**config.mk**
```make
export PLATFORM = sky130hd
export DESIGN_NAME = mpmb_top
export DESIGN_NICKNAME = d
export VERILOG_FILES = /design/src/hw/mpmb_pkg.sv /design/src/hw/mpmb_port_power.sv /design/src/hw/mpmb_top.sv
export SDC_FILE = /design/constraint.sdc
export NUM_CORES = 1
export LEC_CHECK = 0
export BUFFER_PORTS_ARGS = -buffer_cell sky130_fd_sc_hd__buf_2
export CORE_MARGIN = 3
export CORE_UTILIZATION = 30
export CTS_BUF_LIST = sky130_fd_sc_hd__clkbuf_4 sky130_fd_sc_hd__clkbuf_8
export DETAILED_ROUTE_END_ITERATION = 8
export PLACE_DENSITY_LB_ADDON = 0.2
export SYNTH_ARGS = -nofsm -noshare
export SYNTH_HDL_FRONTEND = slang
export SYNTH_HIERARCHICAL = 1
export SYNTH_SLANG_ARGS = --single-unit
export TNS_END_PERCENT = 10
```
**constraint.sdc**
```tcl
create_clock -name clk -period 14.4 [get_ports clk]
set_input_delay 2.88 -clock clk [delete_from_list [all_inputs] [get_ports clk]]
set_output_delay 2.88 -clock clk [all_outputs]
set_load 0.02 [all_outputs]
```
**src/hw/mpmb_pkg.sv**
```systemverilog
package mpmb_pkg;

  // ----------------------------------------------------------------
  // Strap field positions
  // ----------------------------------------------------------------
  localparam int STRAP_W = 16;
  localparam int PORTS = 4;
  localparam int MII_W = 4;
  localparam int DATA_W = 16;
  localparam int ADDR_W = 3;
  localparam int ID_W = 3;
  localparam int B_DEBOUNCE = 0;
  localparam int B_IF_LO = 1;
  localparam int B_ID_LO = 4;
  localparam int B_EEPROM = 7;
  localparam int B_HOTSWAP = 9;
  localparam int B_PWRSAVE = 11;
  localparam int B_TIMEOUT = 12;
  localparam int IF_W = 3;

  // ----------------------------------------------------------------
  // Data pin positions and drive masks
  // ----------------------------------------------------------------
  localparam int B_TXCLK = 4;
  localparam int B_TXEN = 5;
  localparam int B_RXD_LO = 8;
  localparam int B_RXCLK = 12;
  localparam int B_RXDV = 13;
  localparam logic [DATA_W-1:0] OE_WIDE = 16'hFFFF;
  localparam logic [DATA_W-1:0] OE_NARROW = 16'h00FF;
  localparam logic [DATA_W-1:0] OE_MII = 16'h103F;

  // ----------------------------------------------------------------
  // Interface codes and modes
  // ----------------------------------------------------------------
  localparam logic [2:0] IF_PAR16 = 3'h0;
  localparam logic [2:0] IF_PAR8 = 3'h1;
  localparam logic [2:0] IF_SER_MII = 3'h2;
  localparam logic [2:0] IF_SER_ONLY = 3'h3;
  localparam logic [2:0] IF_UNMANAGED = 3'h7;

  typedef enum {
    MPMB_M_PAR16,
    MPMB_M_PAR8,
    MPMB_M_SER_MII,
    MPMB_M_SER_ONLY,
    MPMB_M_UNMANAGED,
    MPMB_M_RESERVED
  } mpmb_mode_t;

  // ----------------------------------------------------------------
  // Timing
  // ----------------------------------------------------------------
  localparam longint CLK_HZ = 50000000;
  localparam longint TIMEOUT_S = 5;
  localparam longint TIMEOUT_CYC = TIMEOUT_S * CLK_HZ;
  localparam int TMO_W = 28;
  localparam int IDLE_CYC = 64;
  localparam int IDLE_W = 7;
  localparam int SM_COUNT = 4;

endpackage : mpmb_pkg

```
**src/hw/mpmb_port_power.sv**
```systemverilog
`timescale 1ns/1ns
// Per-port idle detector driving a MAC low-power state
module mpmb_port_power
  import mpmb_pkg::*;
(
  input wire logic clk,
  input wire logic rst,
  input wire logic enable,
  input wire logic activity,
  output logic low_power
);
  logic [IDLE_W-1:0] idle_reg;

  // ----------------------------------------------------------------
  // Inactivity count and low-power state
  // ----------------------------------------------------------------
  always_ff @(posedge clk or posedge rst) begin
    if (rst) begin
      idle_reg <= '0;
      low_power <= 1'b0;
    end else if (!enable || activity) begin
      idle_reg <= '0;
      low_power <= 1'b0;
    end else if (idle_reg == IDLE_W'(IDLE_CYC - 1)) begin
      low_power <= 1'b1;
    end else begin
      idle_reg <= idle_reg + IDLE_W'(1);
    end
  end

  AST_WAKE: assert property (@(posedge clk) disable iff (rst)
      activity |=> !low_power)
    else $error("port stayed in low power after activity");
endmodule : mpmb_port_power

```
**src/hw/mpmb_top.sv**
```systemverilog
`timescale 1ns/1ns
// Functional notes
// - Capture straps and tx-enable pins during reset
// - Strap bits 3:1 select management interface
// - Parallel16: address, strobes in; 16 data bidirectional
// - Parallel8: only data 7:0 used
// - Serial+MII: strobe, data in, data out pins
// - Serial+MII: drive MII clocks, txd, tx enable
// - Serial only: data pins unused; interrupt always
// - Code 111: address pins become SDA/SCL
// - Strap bit 0 enables strobe debounce in serial modes
// - Strap bits 6:4 give serial device id
// - Unmanaged: strap bit 7 selects EEPROM load
// - Hot-swap: tx-enable straps give module types
// - Power saving: idle port enters low power
// - Activity returns port to normal operation
// - Flag state machine busy over five seconds
// - Power-saving strap one enables, zero disables
// - Timeout strap one enables, zero disables
// - EEPROM strap one disables, zero enables loading
module mpmb_top
  import mpmb_pkg::*;
(
  input wire logic clk,
  input wire logic rst,
  input wire logic [STRAP_W-1:0] strap_pins,
  input wire logic [PORTS-1:0] port_tx_enable_strap,
  input wire logic [ADDR_W-1:0] addr_in,
  input wire logic write_n_in,
  input wire logic read_n_in,
  input wire logic cs_n_in,
  input wire logic [DATA_W-1:0] data_in,
  input wire logic [DATA_W-1:0] core_data_out,
  input wire logic core_data_drive,
  input wire logic core_irq,
  input wire logic ser_data_out,
  input wire logic [MII_W-1:0] cpu_port_txd,
  input wire logic cpu_port_tx_enable,
  input wire logic cpu_port_tx_clock,
  input wire logic cpu_port_rx_clock,
  input wire logic i2c_sda_out,
  input wire logic i2c_scl_out,
  input wire logic [PORTS-1:0] port_activity,
  input wire logic [SM_COUNT-1:0] sm_busy,
  output logic [DATA_W-1:0] data_out,
  output logic [DATA_W-1:0] data_oe,
  output logic read_pin_out,
  output logic read_pin_oe,
  output logic addr0_out,
  output logic addr0_oe,
  output logic addr1_out,
  output logic addr1_oe,
  output logic int_n_out,
  output logic [ADDR_W-1:0] par_addr,
  output logic par_write_n,
  output logic par_read_n,
  output logic par_cs_n,
  output logic [DATA_W-1:0] par_data,
  output logic ser_strobe,
  output logic ser_data_in,
  output logic [MII_W-1:0] cpu_port_rxd,
  output logic cpu_port_rx_valid,
  output logic i2c_sda_in,
  output logic [2:0] if_mode,
  output logic mode_parallel,
  output logic mode_serial,
  output logic mode_wide,
  output logic debounce_en,
  output logic [ID_W-1:0] serial_id,
  output logic eeprom_load_en,
  output logic hotswap_en,
  output logic [PORTS-1:0] module_type,
  output logic power_save_en,
  output logic [PORTS-1:0] port_low_power,
  output logic timeout_en,
  output logic timeout_flag,
  output logic reset_request
);
  logic [STRAP_W-1:0] strap_reg;
  logic [PORTS-1:0] txen_reg;
  logic in_reset_reg;
  mpmb_mode_t mode_next;
  logic ser_next;
  logic [SM_COUNT-1:0] tmo_hit;
  logic tmo_any;

  // ----------------------------------------------------------------
  // Strap capture
  // ----------------------------------------------------------------
  // Sample while reset holds, freeze at first edge after release
  always_ff @(posedge clk or posedge rst) begin
    if (rst) begin
      in_reset_reg <= 1'b1;
    end else begin
      in_reset_reg <= 1'b0;
    end
  end

  always_ff @(posedge clk) begin
    if (in_reset_reg) begin
      strap_reg <= strap_pins;
      txen_reg <= port_tx_enable_strap;
    end
  end

  // ----------------------------------------------------------------
  // Mode decode
  // ----------------------------------------------------------------
  always_comb begin
    case (strap_reg[B_IF_LO +: IF_W])
      IF_PAR16: mode_next = MPMB_M_PAR16;
      IF_PAR8: mode_next = MPMB_M_PAR8;
      IF_SER_MII: mode_next = MPMB_M_SER_MII;
      IF_SER_ONLY: mode_next = MPMB_M_SER_ONLY;
      IF_UNMANAGED: mode_next = MPMB_M_UNMANAGED;
      default: mode_next = MPMB_M_RESERVED;
    endcase
  end
  assign ser_next = (mode_next == MPMB_M_SER_MII) ||
                    (mode_next == MPMB_M_SER_ONLY) ||
                    (mode_next == MPMB_M_UNMANAGED);

  // Configuration outputs, held from the captured straps
  always_ff @(posedge clk or posedge rst) begin
    if (rst) begin
      if_mode <= IF_PAR16;
      mode_parallel <= 1'b0;
      mode_serial <= 1'b0;
      mode_wide <= 1'b0;
      debounce_en <= 1'b0;
      serial_id <= '0;
      eeprom_load_en <= 1'b0;
      hotswap_en <= 1'b0;
      module_type <= '0;
      power_save_en <= 1'b0;
      timeout_en <= 1'b0;
    end else if (!in_reset_reg) begin
      if_mode <= strap_reg[B_IF_LO +: IF_W];
      mode_parallel <= (mode_next == MPMB_M_PAR16) ||
                       (mode_next == MPMB_M_PAR8);
      mode_serial <= ser_next;
      mode_wide <= (mode_next == MPMB_M_PAR16);
      debounce_en <= ser_next && strap_reg[B_DEBOUNCE];
      serial_id <= ser_next ? strap_reg[B_ID_LO +: ID_W] : '0;
      eeprom_load_en <= (mode_next == MPMB_M_UNMANAGED) &&
                        !strap_reg[B_EEPROM];
      hotswap_en <= strap_reg[B_HOTSWAP];
      module_type <= strap_reg[B_HOTSWAP] ? txen_reg : '0;
      power_save_en <= strap_reg[B_PWRSAVE];
      timeout_en <= strap_reg[B_TIMEOUT];
    end
  end

  // ----------------------------------------------------------------
  // Pin routing
  // ----------------------------------------------------------------
  // Inputs routed per mode; unused parallel strobes, selects, serial data and SDA idle high, serial strobe, address, data and MII rx idle low
  always_ff @(posedge clk or posedge rst) begin
    if (rst) begin
      par_addr <= '0;
      par_write_n <= 1'b1;
      par_read_n <= 1'b1;
      par_cs_n <= 1'b1;
      par_data <= '0;
      ser_strobe <= 1'b0;
      ser_data_in <= 1'b1;
      cpu_port_rxd <= '0;
      cpu_port_rx_valid <= 1'b0;
      i2c_sda_in <= 1'b1;
    end else begin
      par_addr <= mode_parallel ? addr_in : '0;
      par_write_n <= mode_parallel ? write_n_in : 1'b1;
      par_read_n <= mode_parallel ? read_n_in : 1'b1;
      par_cs_n <= mode_parallel ? cs_n_in : 1'b1;
      par_data <= !mode_parallel ? '0 :
                  mode_wide ? data_in : (data_in & OE_NARROW);
      ser_strobe <= mode_serial ? write_n_in : 1'b0;
      ser_data_in <= mode_serial ? cs_n_in : 1'b1;
      cpu_port_rxd <= (if_mode == IF_SER_MII) ?
                      data_in[B_RXD_LO +: MII_W] : '0;
      cpu_port_rx_valid <= (if_mode == IF_SER_MII) && data_in[B_RXDV];
      i2c_sda_in <= (if_mode == IF_UNMANAGED) ? addr_in[0] : 1'b1;
    end
  end

  // Outputs and enables per mode
  always_ff @(posedge clk or posedge rst) begin
    if (rst) begin
      data_out <= '0;
      data_oe <= '0;
      read_pin_out <= 1'b0;
      read_pin_oe <= 1'b0;
      addr0_out <= 1'b0;
      addr0_oe <= 1'b0;
      addr1_out <= 1'b0;
      addr1_oe <= 1'b0;
      int_n_out <= 1'b1;
    end else begin
      data_out <= '0;
      data_oe <= '0;
      if (mode_parallel) begin
        data_out <= core_data_out;
        data_oe <= core_data_drive ?
                   (mode_wide ? OE_WIDE : OE_NARROW) : '0;
      end else if (if_mode == IF_SER_MII) begin
        data_out[MII_W-1:0] <= cpu_port_txd;
        data_out[B_TXCLK] <= cpu_port_tx_clock;
        data_out[B_TXEN] <= cpu_port_tx_enable;
        data_out[B_RXCLK] <= cpu_port_rx_clock;
        data_oe <= OE_MII;
      end
      read_pin_out <= ser_data_out;
      read_pin_oe <= mode_serial;
      addr0_out <= i2c_sda_out;
      addr0_oe <= (if_mode == IF_UNMANAGED) && !i2c_sda_out;
      addr1_out <= i2c_scl_out;
      addr1_oe <= (if_mode == IF_UNMANAGED);
      int_n_out <= !core_irq;
    end
  end

  // ----------------------------------------------------------------
  // Port power saving
  // ----------------------------------------------------------------
  for (genvar p = 0; p < PORTS; p++) begin : g_pwr
    mpmb_port_power u_pwr (
      .clk(clk),
      .rst(rst),
      .enable(power_save_en),
      .activity(port_activity[p]),
      .low_power(port_low_power[p])
    );
  end

  // ----------------------------------------------------------------
  // Stuck-state monitor
  // ----------------------------------------------------------------
  for (genvar s = 0; s < SM_COUNT; s++) begin : g_tmo
    logic [TMO_W-1:0] cnt_reg;
    assign tmo_hit[s] = cnt_reg == TMO_W'(TIMEOUT_CYC - 1);
    always_ff @(posedge clk or posedge rst) begin
      if (rst) begin
        cnt_reg <= '0;
      end else if (!timeout_en || !sm_busy[s] || tmo_any) begin
        cnt_reg <= '0;
      end else begin
        cnt_reg <= cnt_reg + TMO_W'(1);
      end
    end
  end
  assign tmo_any = timeout_en && (|tmo_hit);

  // Single-cycle reset request and sticky flag
  always_ff @(posedge clk or posedge rst) begin
    if (rst) begin
      timeout_flag <= 1'b0;
      reset_request <= 1'b0;
    end else begin
      reset_request <= tmo_any;
      if (tmo_any) begin
        timeout_flag <= 1'b1;
      end
    end
  end

  // ----------------------------------------------------------------
  // Checks
  // ----------------------------------------------------------------
  AST_EEPROM_ONLY_UNMANAGED: assert property (
      @(posedge clk) disable iff (rst)
      eeprom_load_en |-> if_mode == IF_UNMANAGED)
    else $error("eeprom load outside unmanaged mode");
  AST_SCL_ONLY_111: assert property (@(posedge clk) disable iff (rst)
      addr1_oe |-> if_mode == IF_UNMANAGED)
    else $error("scl driven outside code 111");
  AST_PAR8_UPPER_FREE: assert property (
      @(posedge clk) disable iff (rst)
      (mode_parallel && !mode_wide) |-> (data_oe & ~OE_NARROW) == '0)
    else $error("upper data driven in 8-bit mode");
  AST_SERONLY_DATA_FREE: assert property (
      @(posedge clk) disable iff (rst)
      (if_mode == IF_SER_ONLY) |-> data_oe == '0)
    else $error("data pins driven in serial-only mode");
  AST_MII_DRIVE: assert property (@(posedge clk) disable iff (rst)
      (if_mode == IF_SER_MII && $past(if_mode) == IF_SER_MII)
      |-> data_oe == OE_MII)
    else $error("mii outputs not driven");
  AST_INT_FOLLOWS: assert property (@(posedge clk) disable iff (rst)
      core_irq |=> !int_n_out)
    else $error("interrupt not asserted");
  AST_RESET_PULSE: assert property (@(posedge clk) disable iff (rst)
      reset_request |=> !reset_request)
    else $error("reset request longer than one cycle");
  AST_ID_SERIAL: assert property (@(posedge clk) disable iff (rst)
      (mode_parallel) |-> serial_id == '0 && !debounce_en)
    else $error("serial options set in parallel mode");
  AST_STRAP_HOLD: assert property (@(posedge clk) disable iff (rst)
      (!in_reset_reg && !$past(in_reset_reg)) |-> $stable(strap_reg))
    else $error("straps changed after reset");
  AST_TMO_DISABLED: assert property (@(posedge clk) disable iff (rst)
      !timeout_en |=> !reset_request)
    else $error("timeout fired while disabled");

endmodule : mpmb_top

```
==> results of run 1 <==
layout make-up:
cell class / count / area [um^2]
fill: 3526 / 22100
tap: 455 / 569
sequential: 237 / 6010
inverter: 24 / 97.6
clock inverter: 12 / 67.6
clock buffer: 66 / 815
multi-input combinational: 677 / 4190
timing repair buffer: 173 / 881
worst reg2reg max path: cells and delay by family (launching register included):
family                     cells  cell delay (ps)
buffers and inverters          1              550
adders and majority gates      1              260
DFF                            1              400
AOI/OAI and AO/OA              1              900
and+or+nand+nor                4              780
through the flow:
step	hold WS, ps	std cells	instance area [um^2]	worst slack [ps]	power, mW
floorplan	443	993	10600	6360	0.768
global placement	435	1566	11800	9630	0.806
detailed placement	440	1566	11800	9650	0.806
CTS	452	1644	12600	9880	1.48
global route	475	1644	12600	9840	1.52
finish	446	1644	12600	9980	1.45
Yosys cell counts, drive strengths merged, types with 3 or more instances:
cell and instances:
and4 9, or3 9, nor3 137, edfxtp 15, clkbuf 21, o21ai 26
and2 34, a31oi 8, a21o 4, xnor2 57, inv 24, and3b 4
nand2 85, o31ai 5, nor2b 5, a2111o 4, nand4 27, nor4 18
and3 24, dfstp 7, buf 34, ha 8, mux2 4, a21boi 4
dfrtp 215, nor4b 6, nand3b 5, a22o 4, nor4bb 3, nor2 26
nand3 65, nor3b 4, nand2b 11, a21oi 21, xor2 49
routing by layer:
metal	GRT usage, %	share of wire [%]	vias to the layer above
li1	-	-	3806
met1	16.8	46	3726
met2	19.2	45	150
met3	4.69	7.1	40
met4	4.81	2.3	2
met5	0	0.029	-
cell families (layout without fill, tap and decap cells):
family | count (synthesis) | in the layout | share of synthesized area (%)
adders and majority gates | 8 | 8 | 0.943
DFF | 237 | 237 | 56.7
muxes | 4 | 4 | 0.424
xor gates and xnor gates | 106 | 106 | 8.75
buffers and inverters | 79 | 275 | 3.94
AOI/OAI and AO/OA | 81 | 81 | 4.95
other | 1 | 1 | 0.0353
and+or+nand+nor | 477 | 477 | 24.3
power by group through the flow:
stage	clock network [mW]	logic, mW	registers (mW)
after floorplan	0	0.0405	0.728
after global placement	0	0.0901	0.716
after detailed placement	0	0.0905	0.716
after CTS	0.685	0.0906	0.704
after global routing	0.717	0.0981	0.707
final	0.654	0.0876	0.704
final timing paths:
path                                     startpoint                        to  slack (ps)  cells after the start
worst max-delay path                  mode_parallel             mode_parallel        9980                      2
worst min-delay path                   timeout_flag              timeout_flag         450                      1
worst max register to register  g_tmo[3].cnt_reg[0]      g_tmo[2].cnt_reg[27]       11370                      7
worst min register to register         timeout_flag              timeout_flag         450                      1
max in group asynchronous                       rst      g_tmo[0].cnt_reg[20]       10320                      3
min in group asynchronous                       rst  g_pwr[0].u_pwr/low_power        2320                      2
==> reports/summary.txt, run 1 <==
Layout Utilization - 36.4%
Largest net degree at the start of global routing - 121
Max-Cap Viols - 0
CP max stage delay - 370 ps
Synth top area share - 50.7%
Max frequency - 226 MHz
PwrDens - 114 mW/mm^2
Synth async-reset ratio - 93.7%
Gate power share - 6.1%
Number of cell rows - 68
Reg power frac - 48.7%
Most frequent cells in the layout - dfrtp_1, buf_2, nor3_1
First-pass GRT wire length - 40.3 mm
WL per Instance - 14.8 um
Chip Width - 194 um
Worst Path Required - 11,520 ps
Die Ht - 194 um
Ports - 173
WS Path Type - flip-flop to output port
ANT nets after route - 0
P_leak - 5.51 nW
Final wirelength - 24.3 mm
Worst Setup End Kind - output port
Max Slew Vio Count - 0
Post-synth EDFFs - 15
Worst vdd ir - 0.0664 mV
Post-cts sizing count - 0
Grt ovf - 0
Avg Cell Area, Syn - 10.7 um^2
RSZ-0062 raised after global routing - false
Skew-Pair Late Insertion Delay - 590 ps
Gate Count Post-Synth - 993
Longest Clk Path Bufs - 3
Synth warnings - 6
Starting Density - 30.6%
Diode count - 0
CTS Sinks - 237
CTS Buf Count - 44
Initial DRC count - 451
Layout cells sized above 1 - 23.1%
HPWL Detailed - 15.5 mm
Largest area contributor in the netlist - dfrtp_1
Net Sw Power - 364 uW
Vias in the first global route - 7,819
Placer congestion estimate - 0.750
Clk_skew - 25.6 ps
HP Class - flip-flop to flip-flop
H-tree Lvls - 2
Root buf cell - clkbuf_8
Buf/Inv on CP - 2
Worst-Margin Slew - 1130 ps
Critical Path, Cell by Cell - buf_4 -> buf_2
Distinct cell type count after synthesis - 50
DR vias/cell - 4.70
Post-route minimum period - 4420 ps
Layout Nets - 1,245
Final cycle utilization of the critical path - 30.7%
I/O Buffers - 167
DRC errors left - 0
Dominant synthesized flop cell - dfrtp_1
Critical Path Fanout Max - 50
Synth Net Count - 1,081
Leading cell type in the layout, fill and taps excluded - dfrtp_1
Via count - 7,724
Top Family by Delay on Critical Path - buffers and inverters
CTS clk-pin slew, worst paths - 50 ps
Crit path DAT - 1540 ps
Post-CTS setup buffer count - 0
Relative slew slack - 23.8%
Synth area leaders - dfrtp_1, nor3_1, xnor2_1, edfxtp_1, xor2_1
Clock share of power - 45.2%
Startpoint types - flip-flop
Outcome - completed
Area growth from synthesis to layout - 19.1%
Overall Global Routing Usage - 12.8%
Cell-internal power - 1.08 mW
Hold_buf cts - 0
Mapped cell area - 0.0106 mm^2
CTS tree - yes
Switch share - 25.2%
Initial antenna violation count - 1
Max reg flops - 112
Die ar. - 0.0377 mm^2
Setup_tns - 0 ps
Slowest CP cell - buf_4
Yosys reg bits - 237
Final hold vios - 0
Sequential element share of the synthesized area - 56.7%
DR pass1 iterations - 6
Final setup fails - 0
Core Area - 0.0347 mm^2
Note: power is estimated with default switching activity, not from simulation.
==> run 2, diff against run 1 <==
==> constraint.sdc (replaced) <==
create_clock -name clk -period 3.6 [get_ports clk]
set_input_delay 0.72 -clock clk [delete_from_list [all_inputs] [get_ports clk]]
set_output_delay 0.72 -clock clk [all_outputs]
set_load 0.02 [all_outputs]
==> run 2 against run 1 <==
Compared with the run above:
- final cell count rose by 0.43%
- clock skew shrank 2.9 ps
- utilization rose by 0.47 points
- non-clock buffer count is 8 higher
- worst setup slack lost 9100 ps
- sequential cell count did not move
- first-iteration DRC count shrank 25%
- sequential power grew to 4.0 times the previous value
- critical path depth up 5
- die area is the same
- combinational power grew to 4.2 times the previous value
- cell area up 1.3%
==> reports/summary.txt, run 2 (synthesis gave the netlist of run 1 again) <==
Final cycle utilization of the critical path - 74.9%
Total power - 5.93 mW (was 1.45 mW)
Area growth from synthesis to layout - 20.6% (was 19.1%)
ANT nets after route - 0 (unchanged)
Leading cell type in the layout, fill and taps excluded - dfrtp_1 (unchanged)
Initial antenna violation count - 0 (was 1)
Number of cell rows - 68 (unchanged)
Clock share of power - 46.3% (was 45.2%)
Post-route minimum period - 2700 ps
Most frequent cells in the layout - dfrtp_1, buf_2, nor3_1 (unchanged)
Largest net degree at the start of global routing - 66 (was 121)
Switch share - 24.0% (was 25.2%)
First-pass GRT wire length - 41.8 mm (was 40.3 mm)
P_leak - 5.58 nW (was 5.51 nW)
Overall Global Routing Usage - 13.0% (was 12.8%)
Initial DRC count - 337 (was 451)
I/O Buffers - 167 (unchanged)
Slowest CP cell - buf_4 (unchanged)
Hold_buf cts - 0 (unchanged)
Worst-Margin Slew - 966 ps (was 1130 ps)
Final wirelength - 24.4 mm (was 24.3 mm)
HPWL Detailed - 16.2 mm (was 15.5 mm)
Reg power frac - 47.5% (was 48.7%)
Final setup fails - 0 (unchanged)
Setup ws final - 904 ps (was 9980 ps)
CP dominant cell by count - or3_1
Post-cts sizing count - 0 (unchanged)
Max-Cap Viols - 0 (unchanged)
Ports - 173 (unchanged)
Relative slew slack - 35.5% (was 23.8%)
Diode count - 0 (unchanged)
Die ar. - 0.0377 mm^2 (unchanged)
Vias in the first global route - 8,009 (was 7,819)
Placement Setup Slack - 887 ps (was 9650 ps)
Starting Density - 30.6% (unchanged)
Gate power share - 6.2% (was 6.1%)
Startpoint types - flip-flop (unchanged)
Layout cells sized above 1 - 23.8% (was 23.1%)
Worst Path Required - 3980 ps (was 11,520 ps)
Via count - 7,783 (was 7,724)
Dpl cell area - 0.0119 mm^2 (was 0.0118 mm^2)
Clk_skew - 22.7 ps (was 25.6 ps)
DR pass1 iterations - 4 (was 6)
Outcome - completed (unchanged)
WS Path Type - flip-flop to flip-flop (was flip-flop to output port)
Longest Clk Path Bufs - 3 (unchanged)
CP max stage delay - 630 ps (was 370 ps)
Grt ovf - 0 (unchanged)
Layout Nets - 1,253 (was 1,245)
Layout Utilization - 36.9% (was 36.4%)
CTS Buf Count - 44 (unchanged)
Critical Path, Cell by Cell - ha_1 -> nand4_1 -> or3_1 -> or3_1 -> o2111ai_4 -> buf_4 -> nor3_1 (was buf_4 -> buf_2)
Net Sw Power - 1.42 mW (was 364 uW)
Max Slew Vio Count - 0 (unchanged)
Worst Setup End Kind - flip-flop (was output port)
H-tree Lvls - 2 (unchanged)
Top Family by Delay on Critical Path - simple AND/OR/NAND/NOR gates (was buffers and inverters)
Post-CTS setup buffer count - 0 (unchanged)
CTS tree - yes (unchanged)
Root buf cell - clkbuf_8 (unchanged)
Cell-internal power - 4.51 mW (was 1.08 mW)
Buf/Inv on CP - 1 (was 2)
CTS Sinks - 237 (unchanged)
DRC errors left - 0 (unchanged)
DR vias/cell - 4.71 (was 4.70)
PwrDens - 463 mW/mm^2 (was 114 mW/mm^2)
Setup_tns - 0 ps (unchanged)
Core Area - 0.0347 mm^2 (unchanged)
Crit path DAT - 3080 ps (was 1540 ps)
Final hold vios - 0 (unchanged)
Max frequency - 371 MHz
Die Ht - 194 um (unchanged)
Max reg flops - 112 (unchanged)
HP Class - input pin to async pin (was flip-flop to flip-flop)
WL per Instance - 14.8 um (about the same)
RSZ-0062 raised after global routing - false (unchanged)
Critical Path Fanout Max - 65 (was 50)
Chip Width - 194 um (unchanged)
Placer congestion estimate - 0.763 (was 0.750)
Fin area - 0.0128 mm^2 (was 0.0126 mm^2)
Skew-Pair Late Insertion Delay - 560 ps (was 590 ps)
Worst vdd ir - 0.322 mV (was 0.0664 mV)
CTS clk-pin slew, worst paths - 60 ps (was 50 ps)
==> run 2: final cells by class <==
cell class | count | area [um^2]
Clock buffer | 69 | 837
Sequential cell | 237 | 6010
Clock inverter | 8 | 101
Timing Repair Buffer | 181 | 991
Inverter | 24 | 93.8
Multi-Input combinational cell | 677 | 4190
Fill cell | 3514 | 21900
Tap cell | 455 | 569
==> run 2: final timing paths <==
| kind | endpoint | start | slack [ps] | cells after the start |
|---|---|---|---|---|
| setup / recovery | g_tmo[0].cnt_reg[2] | g_tmo[2].cnt_reg[0] | 900 | 7 |
| hold / removal | g_pwr[0].u_pwr/idle_reg[5] | rst | 180 | 2 |
| setup reg to reg | g_tmo[0].cnt_reg[2] | g_tmo[2].cnt_reg[0] | 900 | 7 |
| hold reg to reg | timeout_flag | timeout_flag | 450 | 1 |
| max in group asynchronous | i2c_sda_in | rst | 2540 | 3 |
| min in group clk | addr1_out | i2c_scl_out | 280 | 1 |
==> run 2: stage by stage <==
stage	hold WS, ps	std cells
after floorplan	443	993
after global placement	442	1574
after detailed placement	443	1574
after CTS	154	1651
after global routing	173	1651
final	185	1651
==> run 2: power by group through the flow <==
| stage | registers, mW | logic, mW | clock network (mW) |
|---|---|---|---|
| after floorplan | 2.91 | 0.162 | 0 |
| after global placement | 2.86 | 0.378 | 0 |
| after detailed placement | 2.87 | 0.379 | 0 |
| after CTS | 2.82 | 0.380 | 2.86 |
| after global routing | 2.83 | 0.411 | 3.00 |
| final | 2.82 | 0.368 | 2.74 |
==> run 2: metal layers <==
| layer | vias up | global-route usage [%] | share of wire, % |
|---|---|---|---|
| met5 | - | 0 | 0 |
| met3 | 40 | 2.85 | 4.2 |
| met4 | 0 | 4.02 | 2.0 |
| li1 | 3837 | - | - |
| met1 | 3783 | 17.8 | 47 |
| met2 | 123 | 20.8 | 47 |
